File: src/bdmd_pkg.sv
// Constants for the demagnetisation input detection front end.
// Assumes a 50 MHz core clock; blanking times are given for a 4 MHz reference.
package bdmd_pkg;
	localparam int          CLK_HZ          = 50_000_000;
	localparam int          REF_HZ          = 4_000_000;
	localparam int          BLANK_STEP_LO_US = 5;
	localparam int          BLANK_BASE_HI_US = 60;
	localparam int          BLANK_STEP_HI_US = 20;
	localparam int          CYC_PER_US      = CLK_HZ / 1_000_000;
	localparam int          BLANK_W         = 14;
	localparam logic [1:0]  TES_POS         = 2'h0;
	localparam logic [1:0]  PHASE_A         = 2'h0;
	localparam logic [1:0]  PHASE_B         = 2'h1;
	localparam logic [1:0]  PHASE_C         = 2'h2;
	localparam logic [2:0]  VR_EXT          = 3'h7;
	localparam logic [3:0]  DWF_RESET       = 4'hf;
	localparam logic [3:0]  DEF_RESET       = 4'h0;
	localparam int          SYNC_STAGES     = 3;
	typedef enum logic [2:0] {
		BDMD_IDLE  = 3'b001,
		BDMD_BLANK = 3'b010,
		BDMD_COUNT = 3'b100
	} bdmd_state_e;
endpackage

File: src/bdmd_input_detect.sv
// Input detection front end: phase mux, comparator control, D event filter.
// Assumes the analog comparator output is asynchronous and gets synchronised
// here; commutation, sample ticks and configuration come from the same clock.
// Overview of operation
// RL1 - Speed input type 00 gives sensor or sensorless mode, else speed sensor
// RL2 - Sensor mode flag picks sensor/sensorless; 01,10,11 mean speed sensor
// RL3 - Speed sensor uses phases as digital levels; sensor mode yields Hall bits
// RL4 - Phase input select routes phase A, B or C to the comparator
// RL5 - Comparator stays off until clock enable or reference converter set
// RL6 - Threshold code picks internal level; all ones picks external pin
// RL7 - Zero-cross sampling at window rate in current mode, PWM in voltage
// RL8 - Demag sampling uses the filter sample tick, independent of PWM
// RL9 - Autoswitched hard commutation orders commutation, demag, zero crossing
// RL10 - Zero crossing accepted only after demag seen since commutation
// RL11 - Edge polarity and same-edge select classify sampled comparator output
// RL12 - Sensorless blanking after commutation ignores demag for field time
// RL13 - Blanking starts after hardware and software commutation
// RL14 - Codes 0-7 give 5-40 us, codes 8-15 give 60-200 us
// RL15 - Sensor mode flag set means no blanking window
// RL16 - After blanking count consecutive demag samples, flag at limit
// RL17 - Count field n requires n plus one consecutive events
// RL18 - Reset gives count limit one and longest blanking window
// RL19 - Counter only for hardware demag; simulated demag counts as one
// RL20 - A non-matching sample restarts the consecutive count at zero
module bdmd_input_detect
	import bdmd_pkg::*;
(
	// Clock and reset
	input  wire logic       clk_in,
	input  wire logic       rst_in,
	// Phase pins and comparator
	input  wire logic       phase_input_a_in,
	input  wire logic       phase_input_b_in,
	input  wire logic       phase_input_c_in,
	input  wire logic       comp_out_in,
	// Mode configuration
	input  wire logic       sensor_mode_flag_in,
	input  wire logic [1:0] speed_input_type_in,
	input  wire logic       current_mode_in,
	input  wire logic       hard_comm_in,
	input  wire logic       comp_clk_en_in,
	input  wire logic       ref_dac_en_in,
	input  wire logic [1:0] phase_input_select_in,
	input  wire logic [2:0] threshold_select_in,
	input  wire logic       edge_polarity_bit_in,
	input  wire logic       same_edge_select_in,
	// Demag filter configuration, loaded on strobe
	input  wire logic       demag_filter_wr_in,
	input  wire logic [3:0] demag_blank_window_in,
	input  wire logic [3:0] demag_count_limit_in,
	// Events and ticks
	input  wire logic       comm_hw_in,
	input  wire logic       comm_sw_in,
	input  wire logic       demag_sim_in,
	input  wire logic       filter_sample_tick_in,
	input  wire logic       meas_window_tick_in,
	input  wire logic       pwm_u_tick_in,
	// Comparator control
	output logic [1:0]      comp_mux_sel_out,
	output logic            comp_enable_out,
	output logic [2:0]      comp_int_level_out,
	output logic            comp_ext_ref_out,
	// Status
	output logic            speed_sensor_mode_out,
	output logic            sensor_mode_out,
	output logic [2:0]      hall_out,
	output logic [2:0]      digital_in_out,
	output logic            demag_flag_out,
	output logic            zero_cross_out
);
	logic        comp_s;
	logic [2:0]  ph_s;
	logic [3:0]  blank_code;
	logic [3:0]  cnt_limit;
	logic [3:0]  next_blank_code;
	logic [3:0]  next_cnt_limit;
	bdmd_state_e state;
	bdmd_state_e next_state;
	logic [BLANK_W-1:0] blank_cnt;
	logic [BLANK_W-1:0] next_blank_cnt;
	logic [4:0]  ev_cnt;
	logic [4:0]  next_ev_cnt;
	logic        next_demag;
	logic        next_zc;
	logic        comm;
	logic        demag_match;
	logic        zc_match;
	logic        zc_tick;
	logic        hall_mode;

	// Blanking length in core cycles, scaled from microseconds
	function automatic logic [BLANK_W-1:0] blank_cycles(input logic [3:0] code);
		int us;
		us = 0;
		if (!code[3])
			us = (int'(code[2:0]) + 1) * BLANK_STEP_LO_US; // RL14
		else
			us = BLANK_BASE_HI_US + int'(code[2:0]) * BLANK_STEP_HI_US; // RL14
		return BLANK_W'(us * CYC_PER_US);
	endfunction

	bdmd_sync u_sync_comp (
		.clk_in (clk_in),
		.rst_in (rst_in),
		.d_in   (comp_out_in),
		.q_out  (comp_s)
	);

	genvar gi;
	generate
		for (gi = 0; gi < 3; gi++)
		begin : g_phase_sync
			bdmd_sync u_sync (
				.clk_in (clk_in),
				.rst_in (rst_in),
				.d_in   (gi == 0 ? phase_input_a_in :
				         gi == 1 ? phase_input_b_in : phase_input_c_in),
				.q_out  (ph_s[gi])
			);
		end
	endgenerate

	assign comm      = comm_hw_in | comm_sw_in; // RL13
	assign hall_mode = (speed_input_type_in == TES_POS) && sensor_mode_flag_in; // RL2
	// Demag edge is the opposite level of the zero crossing unless same-edge set
	assign zc_match    = comp_s == edge_polarity_bit_in; // RL11
	assign demag_match = same_edge_select_in ? zc_match : !zc_match; // RL11
	assign zc_tick     = current_mode_in ? meas_window_tick_in : pwm_u_tick_in; // RL7

	// Configuration registers
	always_comb
	begin
		next_blank_code = blank_code;
		next_cnt_limit  = cnt_limit;
		if (demag_filter_wr_in)
		begin
			next_blank_code = demag_blank_window_in;
			next_cnt_limit  = demag_count_limit_in;
		end
	end

	// Demag detection sequencer
	always_comb
	begin
		next_state     = state;
		next_blank_cnt = blank_cnt;
		next_ev_cnt    = ev_cnt;
		next_demag     = demag_flag_out;
		next_zc        = 1'b0;
		case (state)
			BDMD_IDLE:
			begin
				// Zero crossing only once demag seen since commutation
				if (demag_flag_out && zc_tick && zc_match && !comm)
					next_zc = 1'b1; // RL10 RL9
			end
			BDMD_BLANK:
			begin
				if (blank_cnt == '0)
					next_state = BDMD_COUNT; // RL12
				else
					next_blank_cnt = blank_cnt - 1'b1; // RL12
			end
			BDMD_COUNT:
			begin
				if (filter_sample_tick_in) // RL8
				begin
					if (!demag_match)
						next_ev_cnt = '0; // RL20
					else if (ev_cnt + 5'd1 >= {1'b0, cnt_limit} + 5'd1)
					begin
						next_demag = 1'b1; // RL16 RL17
						next_state = BDMD_IDLE;
						next_ev_cnt = '0;
					end
					else
						next_ev_cnt = ev_cnt + 5'd1; // RL16
				end
			end
			default:
				next_state = BDMD_IDLE;
		endcase
		// Simulated demag bypasses the counter
		if (demag_sim_in && state != BDMD_IDLE)
		begin
			next_demag  = 1'b1; // RL19
			next_state  = BDMD_IDLE;
			next_ev_cnt = '0;
		end
		// With speed input type 00, commutation wins over everything: restarts the whole sequence
		if (comm && speed_input_type_in == TES_POS)
		begin
			next_demag  = 1'b0; // RL9
			next_ev_cnt = '0;
			next_zc     = 1'b0;
			if (sensor_mode_flag_in)
			begin
				next_state     = BDMD_COUNT; // RL15
				next_blank_cnt = '0;
			end
			else
			begin
				next_state     = BDMD_BLANK; // RL12 RL13
				next_blank_cnt = blank_cycles(blank_code);
			end
		end
	end

	always_ff @(posedge clk_in or posedge rst_in)
	begin
		if (rst_in)
		begin
			blank_code            <= DWF_RESET; // RL18
			cnt_limit             <= DEF_RESET; // RL18
			state                 <= BDMD_IDLE;
			blank_cnt             <= '0;
			ev_cnt                <= '0;
			demag_flag_out        <= 1'b0;
			zero_cross_out        <= 1'b0;
			comp_mux_sel_out      <= PHASE_A;
			comp_enable_out       <= 1'b0;
			comp_int_level_out    <= '0;
			comp_ext_ref_out      <= 1'b0;
			speed_sensor_mode_out <= 1'b0;
			sensor_mode_out       <= 1'b0;
			hall_out              <= '0;
			digital_in_out        <= '0;
		end
		else
		begin
			blank_code            <= next_blank_code;
			cnt_limit             <= next_cnt_limit;
			state                 <= next_state;
			blank_cnt             <= next_blank_cnt;
			ev_cnt                <= next_ev_cnt;
			demag_flag_out        <= next_demag;
			zero_cross_out        <= next_zc;
			comp_mux_sel_out      <= phase_input_select_in; // RL4
			comp_enable_out       <= comp_clk_en_in | ref_dac_en_in; // RL5
			comp_int_level_out    <= threshold_select_in; // RL6
			comp_ext_ref_out      <= threshold_select_in == VR_EXT; // RL6
			speed_sensor_mode_out <= speed_input_type_in != TES_POS; // RL1 RL2
			sensor_mode_out       <= hall_mode; // RL2
			hall_out              <= hall_mode ? ph_s : 3'h0; // RL3
			digital_in_out        <= (speed_input_type_in != TES_POS) ? ph_s : 3'h0; // RL3
		end
	end
endmodule

File: src/bdmd_sync.sv
// Three-stage input synchroniser with second/third stage agreement.
// Assumes asynchronous inputs; output is a registered filtered level.
module bdmd_sync
	import bdmd_pkg::*;
(
	// Clock and reset
	input  wire logic clk_in,
	input  wire logic rst_in,
	// Data
	input  wire logic d_in,
	output logic      q_out
);
	logic [SYNC_STAGES-1:0] stage;
	logic                   next_q;

	always_comb
	begin
		next_q = q_out;
		if (stage[1] == stage[2])
			next_q = stage[2];
	end

	always_ff @(posedge clk_in or posedge rst_in)
	begin
		if (rst_in)
		begin
			stage <= '0;
			q_out <= 1'b0;
		end
		else
		begin
			stage <= {stage[SYNC_STAGES-2:0], d_in};
			q_out <= next_q;
		end
	end
endmodule

File: config.mk
export PLATFORM = sky130hd
export DESIGN_NAME = bdmd_input_detect
export DESIGN_NICKNAME = d
export VERILOG_FILES = /design/src/bdmd_pkg.sv /design/src/bdmd_input_detect.sv /design/src/bdmd_sync.sv
export SDC_FILE = /design/constraint.sdc
export NUM_CORES = 1
export LEC_CHECK = 0
export BUFFER_PORTS_ARGS = -buffer_cell sky130_fd_sc_hd__buf_2
export CAP_MARGIN = 20
export CORE_MARGIN = 2
export CORE_UTILIZATION = 55
export DETAILED_ROUTE_END_ITERATION = 8
export PLACE_DENSITY = 0.81
export SLEW_MARGIN = 15
export SYNTH_ARGS = -nofsm -noshare
export SYNTH_HDL_FRONTEND = slang
export SYNTH_HIERARCHICAL = 1
export SYNTH_SLANG_ARGS = --single-unit
File: constraint.sdc
create_clock -name clk_in -period 7.2 [get_ports clk_in]
set_clock_uncertainty 0.15 [all_clocks]
set_input_delay 0 -clock clk_in [delete_from_list [all_inputs] [get_ports clk_in]]
set_output_delay 0 -clock clk_in [all_outputs]
set_load 0.02 [all_outputs]
==> results_dict.tcl, run 1 <==
set metrics [dict create \
    die_x_um 86.1 \
    finalCritPeriodShare 0.733 \
    grt_overflow 0 \
    yosys.area_share.simple 0.152 \
    worstHoldPathType "in2async" \
    critPathRequiredTime_ns 7.25 \
    crit_path_max_fanout 9 \
    synth-async-reset-ratio 1.00 \
    cts.path.max_buffers 2 \
    cts_buffers 9 \
    drt-initial-drc-count 116 \
    antenna_found_initial 0 \
    utilization 0.737 \
    relSlewSlack 0.561 \
    cts_tree "built" \
    tightest_slew_ns 0.658 \
    yosysTopAreaCellShare 0.391 \
    drcViolationCount 0 \
    finalHoldWorstSlack_ns 0.0170 \
    grt_max_degree 48 \
    hold_viol 0 \
    port_buffers 50 \
    crit_top_cell "ha_1" \
    synth_area_um2 3710 \
    p_leak_nw 2.32 \
    synth_xor_area_frac 0.0732 \
    die_area_um2 7420 \
    path_clk_slew_ns 0.08 \
    place.gp.congestion 0.811 \
    grt_pass1_wl_um 14800 \
    h-tree-depth 3 \
    min_period_ns 5.28 \
    critical_path.max_stage_delay_ns 0.64 \
    synth_seq_cells 63 \
    layout-drive-gt1-share 0.204 \
    cts-root-buf "clkbuf_8" \
    p_per_area_nw_per_um2 293 \
    max-cap-violations 0 \
    syn2layout_area_growth_pct 27.7 \
    fp-row-count 29 \
    via_per_inst 5.66 \
    synth_area_leader_cell "dfrtp_1" \
    synth-main-ff-cell "dfrtp_1" \
    synth_top_family_by_area "adder cells" \
    synth_edf_count 0 \
    routedWlPerCell_um 16.9 \
    ios 52 \
    seq_area_frac_synth 0.427 \
    clk-insertion-delay-late_ns 0.34 \
    crit_buf_inv 2 \
    worstPathCellList "inv_1 -> ha_1 -> ha_1 -> ha_1 -> inv_1 -> fa_1 -> xnor2_1 -> o21ai_0 -> fa_1 -> ha_1 -> ha_1 -> fa_1 -> a211oi_1 -> o21bai_1 -> a21oi_1 -> xor2_1 -> o22ai_1" \
    wl_um 8920 \
    dp_hpwl_um 5320 \
    rsz0062_at_grt "no" \
    grt_usage 0.261 \
    cp-start-kind "flip-flop" \
    synth_compound_area_frac 0.0948 \
    yosysMostFrequentCell "dfrtp_1" \
    setup_viol 0 \
    r2r_start "blank_code[0]" \
    ys_types 52 \
    via_count 2990 \
    core-area_um2 6420 \
    finalNetCount 530 \
    synthTopCellsByArea "dfrtp_1 (39%), ha_1 (15%), xnor2_1 (4.0%)" \
    synth-adder-area-share 0.193 \
    status "finished, final reports clean" \
    synth_common_cells "dfrtp_1 (58), ha_1 (44), inv_1 (24)" \
    fmax_ghz 0.190 \
    yosys_warnings 6 \
    drt-pass1-iter-count 4 \
    synthCells 345 \
    drv_slew 0 \
    cts_sinks 63 \
    final_antenna_net_count 0 \
    endpoint_kind "flip-flop" \
    cp_slowest_cell "dfstp_2" \
    synth_nets 430 \
    fp.dieH_um 86.1 \
    critPathKind "reg2reg" \
    crit_start "blank_code[0]" \
    cts-resized-gates 0 \
    nFillCells 397 \
    vdd_drop_max_mv 0.216 \
    grt_pass1_vias 3211 \
    initial_core_util 0.577 \
    crit_arrival_ns 5.33 \
    synth.area.mux_share 0.0300 \
    synth_area_per_cell_um2 10.7 \
    fin_tns_setup_ns 0 \
    critPathTopFamily "adder cells" \
]
==> area by class of cell <==
type / instances / area (um^2) / share of cell area
clock buffers: 9 / 124 / 0.0262
inverters: 25 / 93.8 / 0.0198
diodes: 1 / 2.50 / 0.000528
clock inverters: 7 / 125 / 0.0264
flip-flops and latches: 63 / 1580 / 0.334
well taps: 77 / 96.3 / 0.0203
repair buffers: 94 / 698 / 0.147
multi-input cells: 252 / 2010 / 0.425
==> kinds of logic after synthesis <==
family	Yosys count
flip-flops	63
adder cells (fa/ha/maj)	54
multiplexers	10
AND/OR/NAND/NOR	102
buffers and inverters	30
XOR/XNOR	31
AO/OA/AOI/OAI	55
==> report_power, final <==
| part | internal [W] | switching (W) | leakage (nW) | total (W) |
|---|---|---|---|---|
| Sequential | 0.000400 | 0.0000506 | 0.777 | 0.000451 |
| Clock | 0.000234 | 0.000151 | 0.125 | 0.000386 |
| Combinational | 0.000261 | 0.000292 | 1.42 | 0.000553 |
==> through the flow <==
stage                     instance area (um^2)  cells  worst slack (ns)  total power, W
final                                     4740    528              1.92         0.00139
after global routing                      4730    527              1.66         0.00149
after CTS                                 4710    526              1.95         0.00138
after global placement                    4040    468              2.04        0.000954
after detailed placement                  4040    468              1.97        0.000969
after floorplan                           3710    345              2.24        0.000857
==> cell usage in the layout, fill, tap and decap left out, types with 7 or more instances in the layout <==
cell type      instances
a21oi_1                8
and2_1                 7
buf_2                 50
clkbuf_8               9
dfrtp_1               58
dlygate4sd3_1         42
ha_1                  44
inv_1                 23
nand2_1               22
nand3_1               12
nor2_1                18
nor3_1                 8
o21ai_0               13
xnor2_1               17
xor2_1                14
==> path summary, 6_finish.rpt <==
check | to | cells after the start | slack, ns
setup reg to reg | blank_cnt[12] | 17 | 1.92
min in group clk_in | state[2] | 5 | 0.03
hold reg to reg | g_phase_sync[2].u_sync/stage[1] | 0 | 0.22
hold / removal | digital_in_out[0] | 3 | 0.02
max in group asynchronous | u_sync_comp/stage[2] | 4 | 6.11
setup / recovery | blank_cnt[12] | 17 | 1.92
==> flip-flops by register name, summed over array words and instances, names as in the netlist, 4 cells and up <==
signal / count
blank_cnt: 14
g_phase_sync.u_sync/stage: 9
ev_cnt: 5
blank_code: 4
cnt_limit: 4
==> worst register-to-register path, cell delays in order, from the launching register on <==
cell and delay (ns):
dfstp_2 0.64, inv_1 0.09, ha_1 0.35, ha_1 0.30
ha_1 0.16, inv_1 0.05, fa_1 0.37, xnor2_1 0.13
o21ai_0 0.48, fa_1 0.50, ha_1 0.31, ha_1 0.24
fa_1 0.41, a211oi_1 0.38, o21bai_1 0.12, a21oi_1 0.18
xor2_1 0.18, o22ai_1 0.10
==> layer usage <==
metal | routed length [um] | track usage | vias to the layer above
met5 | 0 | 0 | -
met3 | 486 | 0.0722 | 20
met1 | 3480 | 0.282 | 1441
li1 | - | - | 1422
met4 | 221 | 0.110 | 0
met2 | 4730 | 0.478 | 107
==> repair_timing <==
action / CTS / global route
hold buffers: 42 / 0
buffers inserted: 0 / 0
hold endpoints to repair: 93 / 0
(Power assumes the default switching activity.)
==> inputs of run 2 (changes only) <==
--- a/config.mk
+++ b/config.mk
@@ -8,9 +8,9 @@
 export BUFFER_PORTS_ARGS = -buffer_cell sky130_fd_sc_hd__buf_2
 export CAP_MARGIN = 20
 export CORE_MARGIN = 2
-export CORE_UTILIZATION = 55
+export CORE_UTILIZATION = 52
 export DETAILED_ROUTE_END_ITERATION = 8
-export PLACE_DENSITY = 0.81
+export PLACE_DENSITY = 0.8
 export SLEW_MARGIN = 15
 export SYNTH_ARGS = -nofsm -noshare
 export SYNTH_HDL_FRONTEND = slang
==> constraint.sdc (replaced) <==
create_clock -name clk_in -period 4.85 [get_ports clk_in]
set_clock_uncertainty 0.15 [all_clocks]
set_input_delay 0 -clock clk_in [delete_from_list [all_inputs] [get_ports clk_in]]
set_output_delay 0 -clock clk_in [all_outputs]
set_load 0.02 [all_outputs]
==> results_dict.tcl, run 2 (synthesis results as in run 1) <==
set metrics [dict create \
    wl_um 8900 \
    largest_reg_flops 14 \
    cts-root-buf "clkbuf_8" \
    rrSetupSlack_ns 0.27 \
    min_period_ns 4.58 \
    via_per_inst 5.41 \
    crit_path_end "blank_cnt[12]" \
    sw_frac_of_total 0.368 \
    fp-row-count 30 \
    rr_worst_depth 18 \
    power_frac_comb 0.430 \
    largest_register "blank_cnt" \
    final_antenna_net_count 0 \
    finalCritPeriodShare 0.944 \
    crit_buf_inv 3 \
    cp_slowest_cell "dfstp_2" \
    worstHoldPathType "in2async" \
    setup_viol 0 \
    path_clk_slew_ns 0.08 \
    p_leak_nw 2.33 \
    cts.path.max_buffers 2 \
    grt_max_degree 48 \
    relSlewSlack 0.543 \
    drt-initial-drc-count 119 \
    grt_usage 0.252 \
    rr_endpoint "blank_cnt[12]" \
    initial_core_util 0.543 \
    critPathKind "reg2reg" \
    intPower_w 0.00132 \
    dpl_cell_area_um2 4120 \
    antenna_found_initial 0 \
    crit_arrival_ns 4.65 \
    layout-drive-gt1-share 0.232 \
    syn2layout_area_growth_pct 30.3 \
    total_power_w 0.00209 \
    p_switching_w 0.000768 \
    h-tree-depth 3 \
    die_area_um2 7820 \
    core-area_um2 6830 \
    nFillCells 464 \
    p_per_area_nw_per_um2 432 \
    max-cap-violations 0 \
    crit_path_max_fanout 3 \
    utilization 0.707 \
    vdd_drop_max_mv 0.289 \
    critPathRequiredTime_ns 4.92 \
    via_count 2994 \
    grt_pass1_vias 3165 \
    place.gp.congestion 0.811 \
    final_common_cell "dfrtp_1" \
    reg_top3 "blank_cnt: 14 flops, g_phase_sync.u_sync/stage: 9 flops, ev_cnt: 5 flops" \
    ios 52 \
    worstPathCellList "inv_1 -> ha_4 -> ha_1 -> ha_2 -> inv_1 -> fa_1 -> xnor2_1 -> o21ai_1 -> buf_4 -> fa_1 -> ha_1 -> ha_2 -> fa_2 -> a211oi_4 -> o21bai_1 -> a21oi_1 -> xor2_1 -> o22ai_1" \
    r2r_start "blank_code[0]" \
    clk-insertion-delay-late_ns 0.35 \
    die_x_um 88.5 \
    crit_start "blank_code[0]" \
    cts_sinks 63 \
    status "finished, final reports clean" \
    hold_viol 0 \
    port_buffers 50 \
    drt-pass1-iter-count 4 \
    cts_buffers 9 \
    antenna_cells 0 \
    final_cell_mix "dfrtp_1 (58), buf_2 (50), dlygate4sd3_1 (42)" \
    p_seq_frac 0.320 \
    cp.depth 18 \
    drcViolationCount 0 \
    p_clk_frac 0.250 \
    grt_overflow 0 \
    cp-start-kind "flip-flop" \
    endpoint_kind "flip-flop" \
    cts_tree "built" \
    fmax_ghz 0.218 \
    drv_slew 0 \
    critPathTopFamily "adder cells" \
    fp.dieH_um 88.5 \
    critical_path.max_stage_delay_ns 0.54 \
    tightest_slew_ns 0.683 \
    routedWlPerCell_um 16.1 \
    rsz0062_at_grt "no" \
    finalNetCount 537 \
    dp_hpwl_um 5470 \
    grt_pass1_wl_um 14800 \
    postLayoutCellArea_um2 4830 \
]
-- run 2: cell types whose count changed in the layout (fill, tap and decap cells not counted), sizes merged --
cell,previous run,this run
diode,1,0
clkinv,1,0
bufinv,3,2
clkinvlp,0,2
buf,52,59
-- run 2: through the flow --
step	worst slack [ns]	TNS (ns)	instances	hold WS, ns
floorplan	0.0114	0	345	-0.384
global placement	0.105	0	492	-0.225
detailed placement	-0.0352	-0.0352	493	-0.220
CTS	0.0346	0	551	0.0170
global route	0.0314	0	553	0.0437
finish	0.272	0	553	0.0281
-- run 2: power groups by stage --
stage / clock [W] / combinational (W) / sequential [W]
2_1_floorplan: 0 / 0.000608 / 0.000664
3_3_place_gp: 0 / 0.000761 / 0.000667
3_5_place_dp: 0 / 0.000796 / 0.000671
4_1_cts: 0.000526 / 0.000845 / 0.000662
5_1_grt: 0.000554 / 0.00102 / 0.000675
6_report: 0.000522 / 0.000897 / 0.000667
-- run 2: area by class of cell --
type                            count  area, um^2  area share
Tap cell                           96         120      0.0249
Multi-Input combinational cell    252        2050       0.425
Clock inverter                      7         104      0.0215
Timing Repair Buffer              101         754       0.156
Inverter                           25        93.8      0.0194
Sequential cell                    63        1580       0.328
Clock buffer                        9         124      0.0256
-- run 2: worst min path at each step --
stage | endpoint | cells after the start | slack, ns
after floorplan | g_phase_sync[0].u_sync/q_out | 1 | -0.38
after global placement | g_phase_sync[0].u_sync/stage[0] | 2 | -0.22
after detailed placement | g_phase_sync[0].u_sync/stage[0] | 2 | -0.22
after CTS | demag_flag_out | 5 | 0.02
after global routing | state[2] | 5 | 0.04
final | comp_int_level_out[0] | 3 | 0.03
-- run 2: what timing repair did --
action	4_1_cts	5_1_grt
endpoints found under the hold margin	92	0
setup endpoints to repair	1	4
setup buffers	0	1
hold buffers	42	0
pin swaps	0	4
gates resized for setup	1	8
cloned	0	0
-- run 2: tightest hold or removal path: stages --
cell and delay [ns]:
dlygate4sd3_1 0.53, buf_2 0.13, inv_2 0.28
-- run 2: routing by layer --
layer,track usage,routed length (um)
met5,0,0
met1,0.290,3590
met2,0.452,4680
met3,0.0672,380
met4,0.0882,248
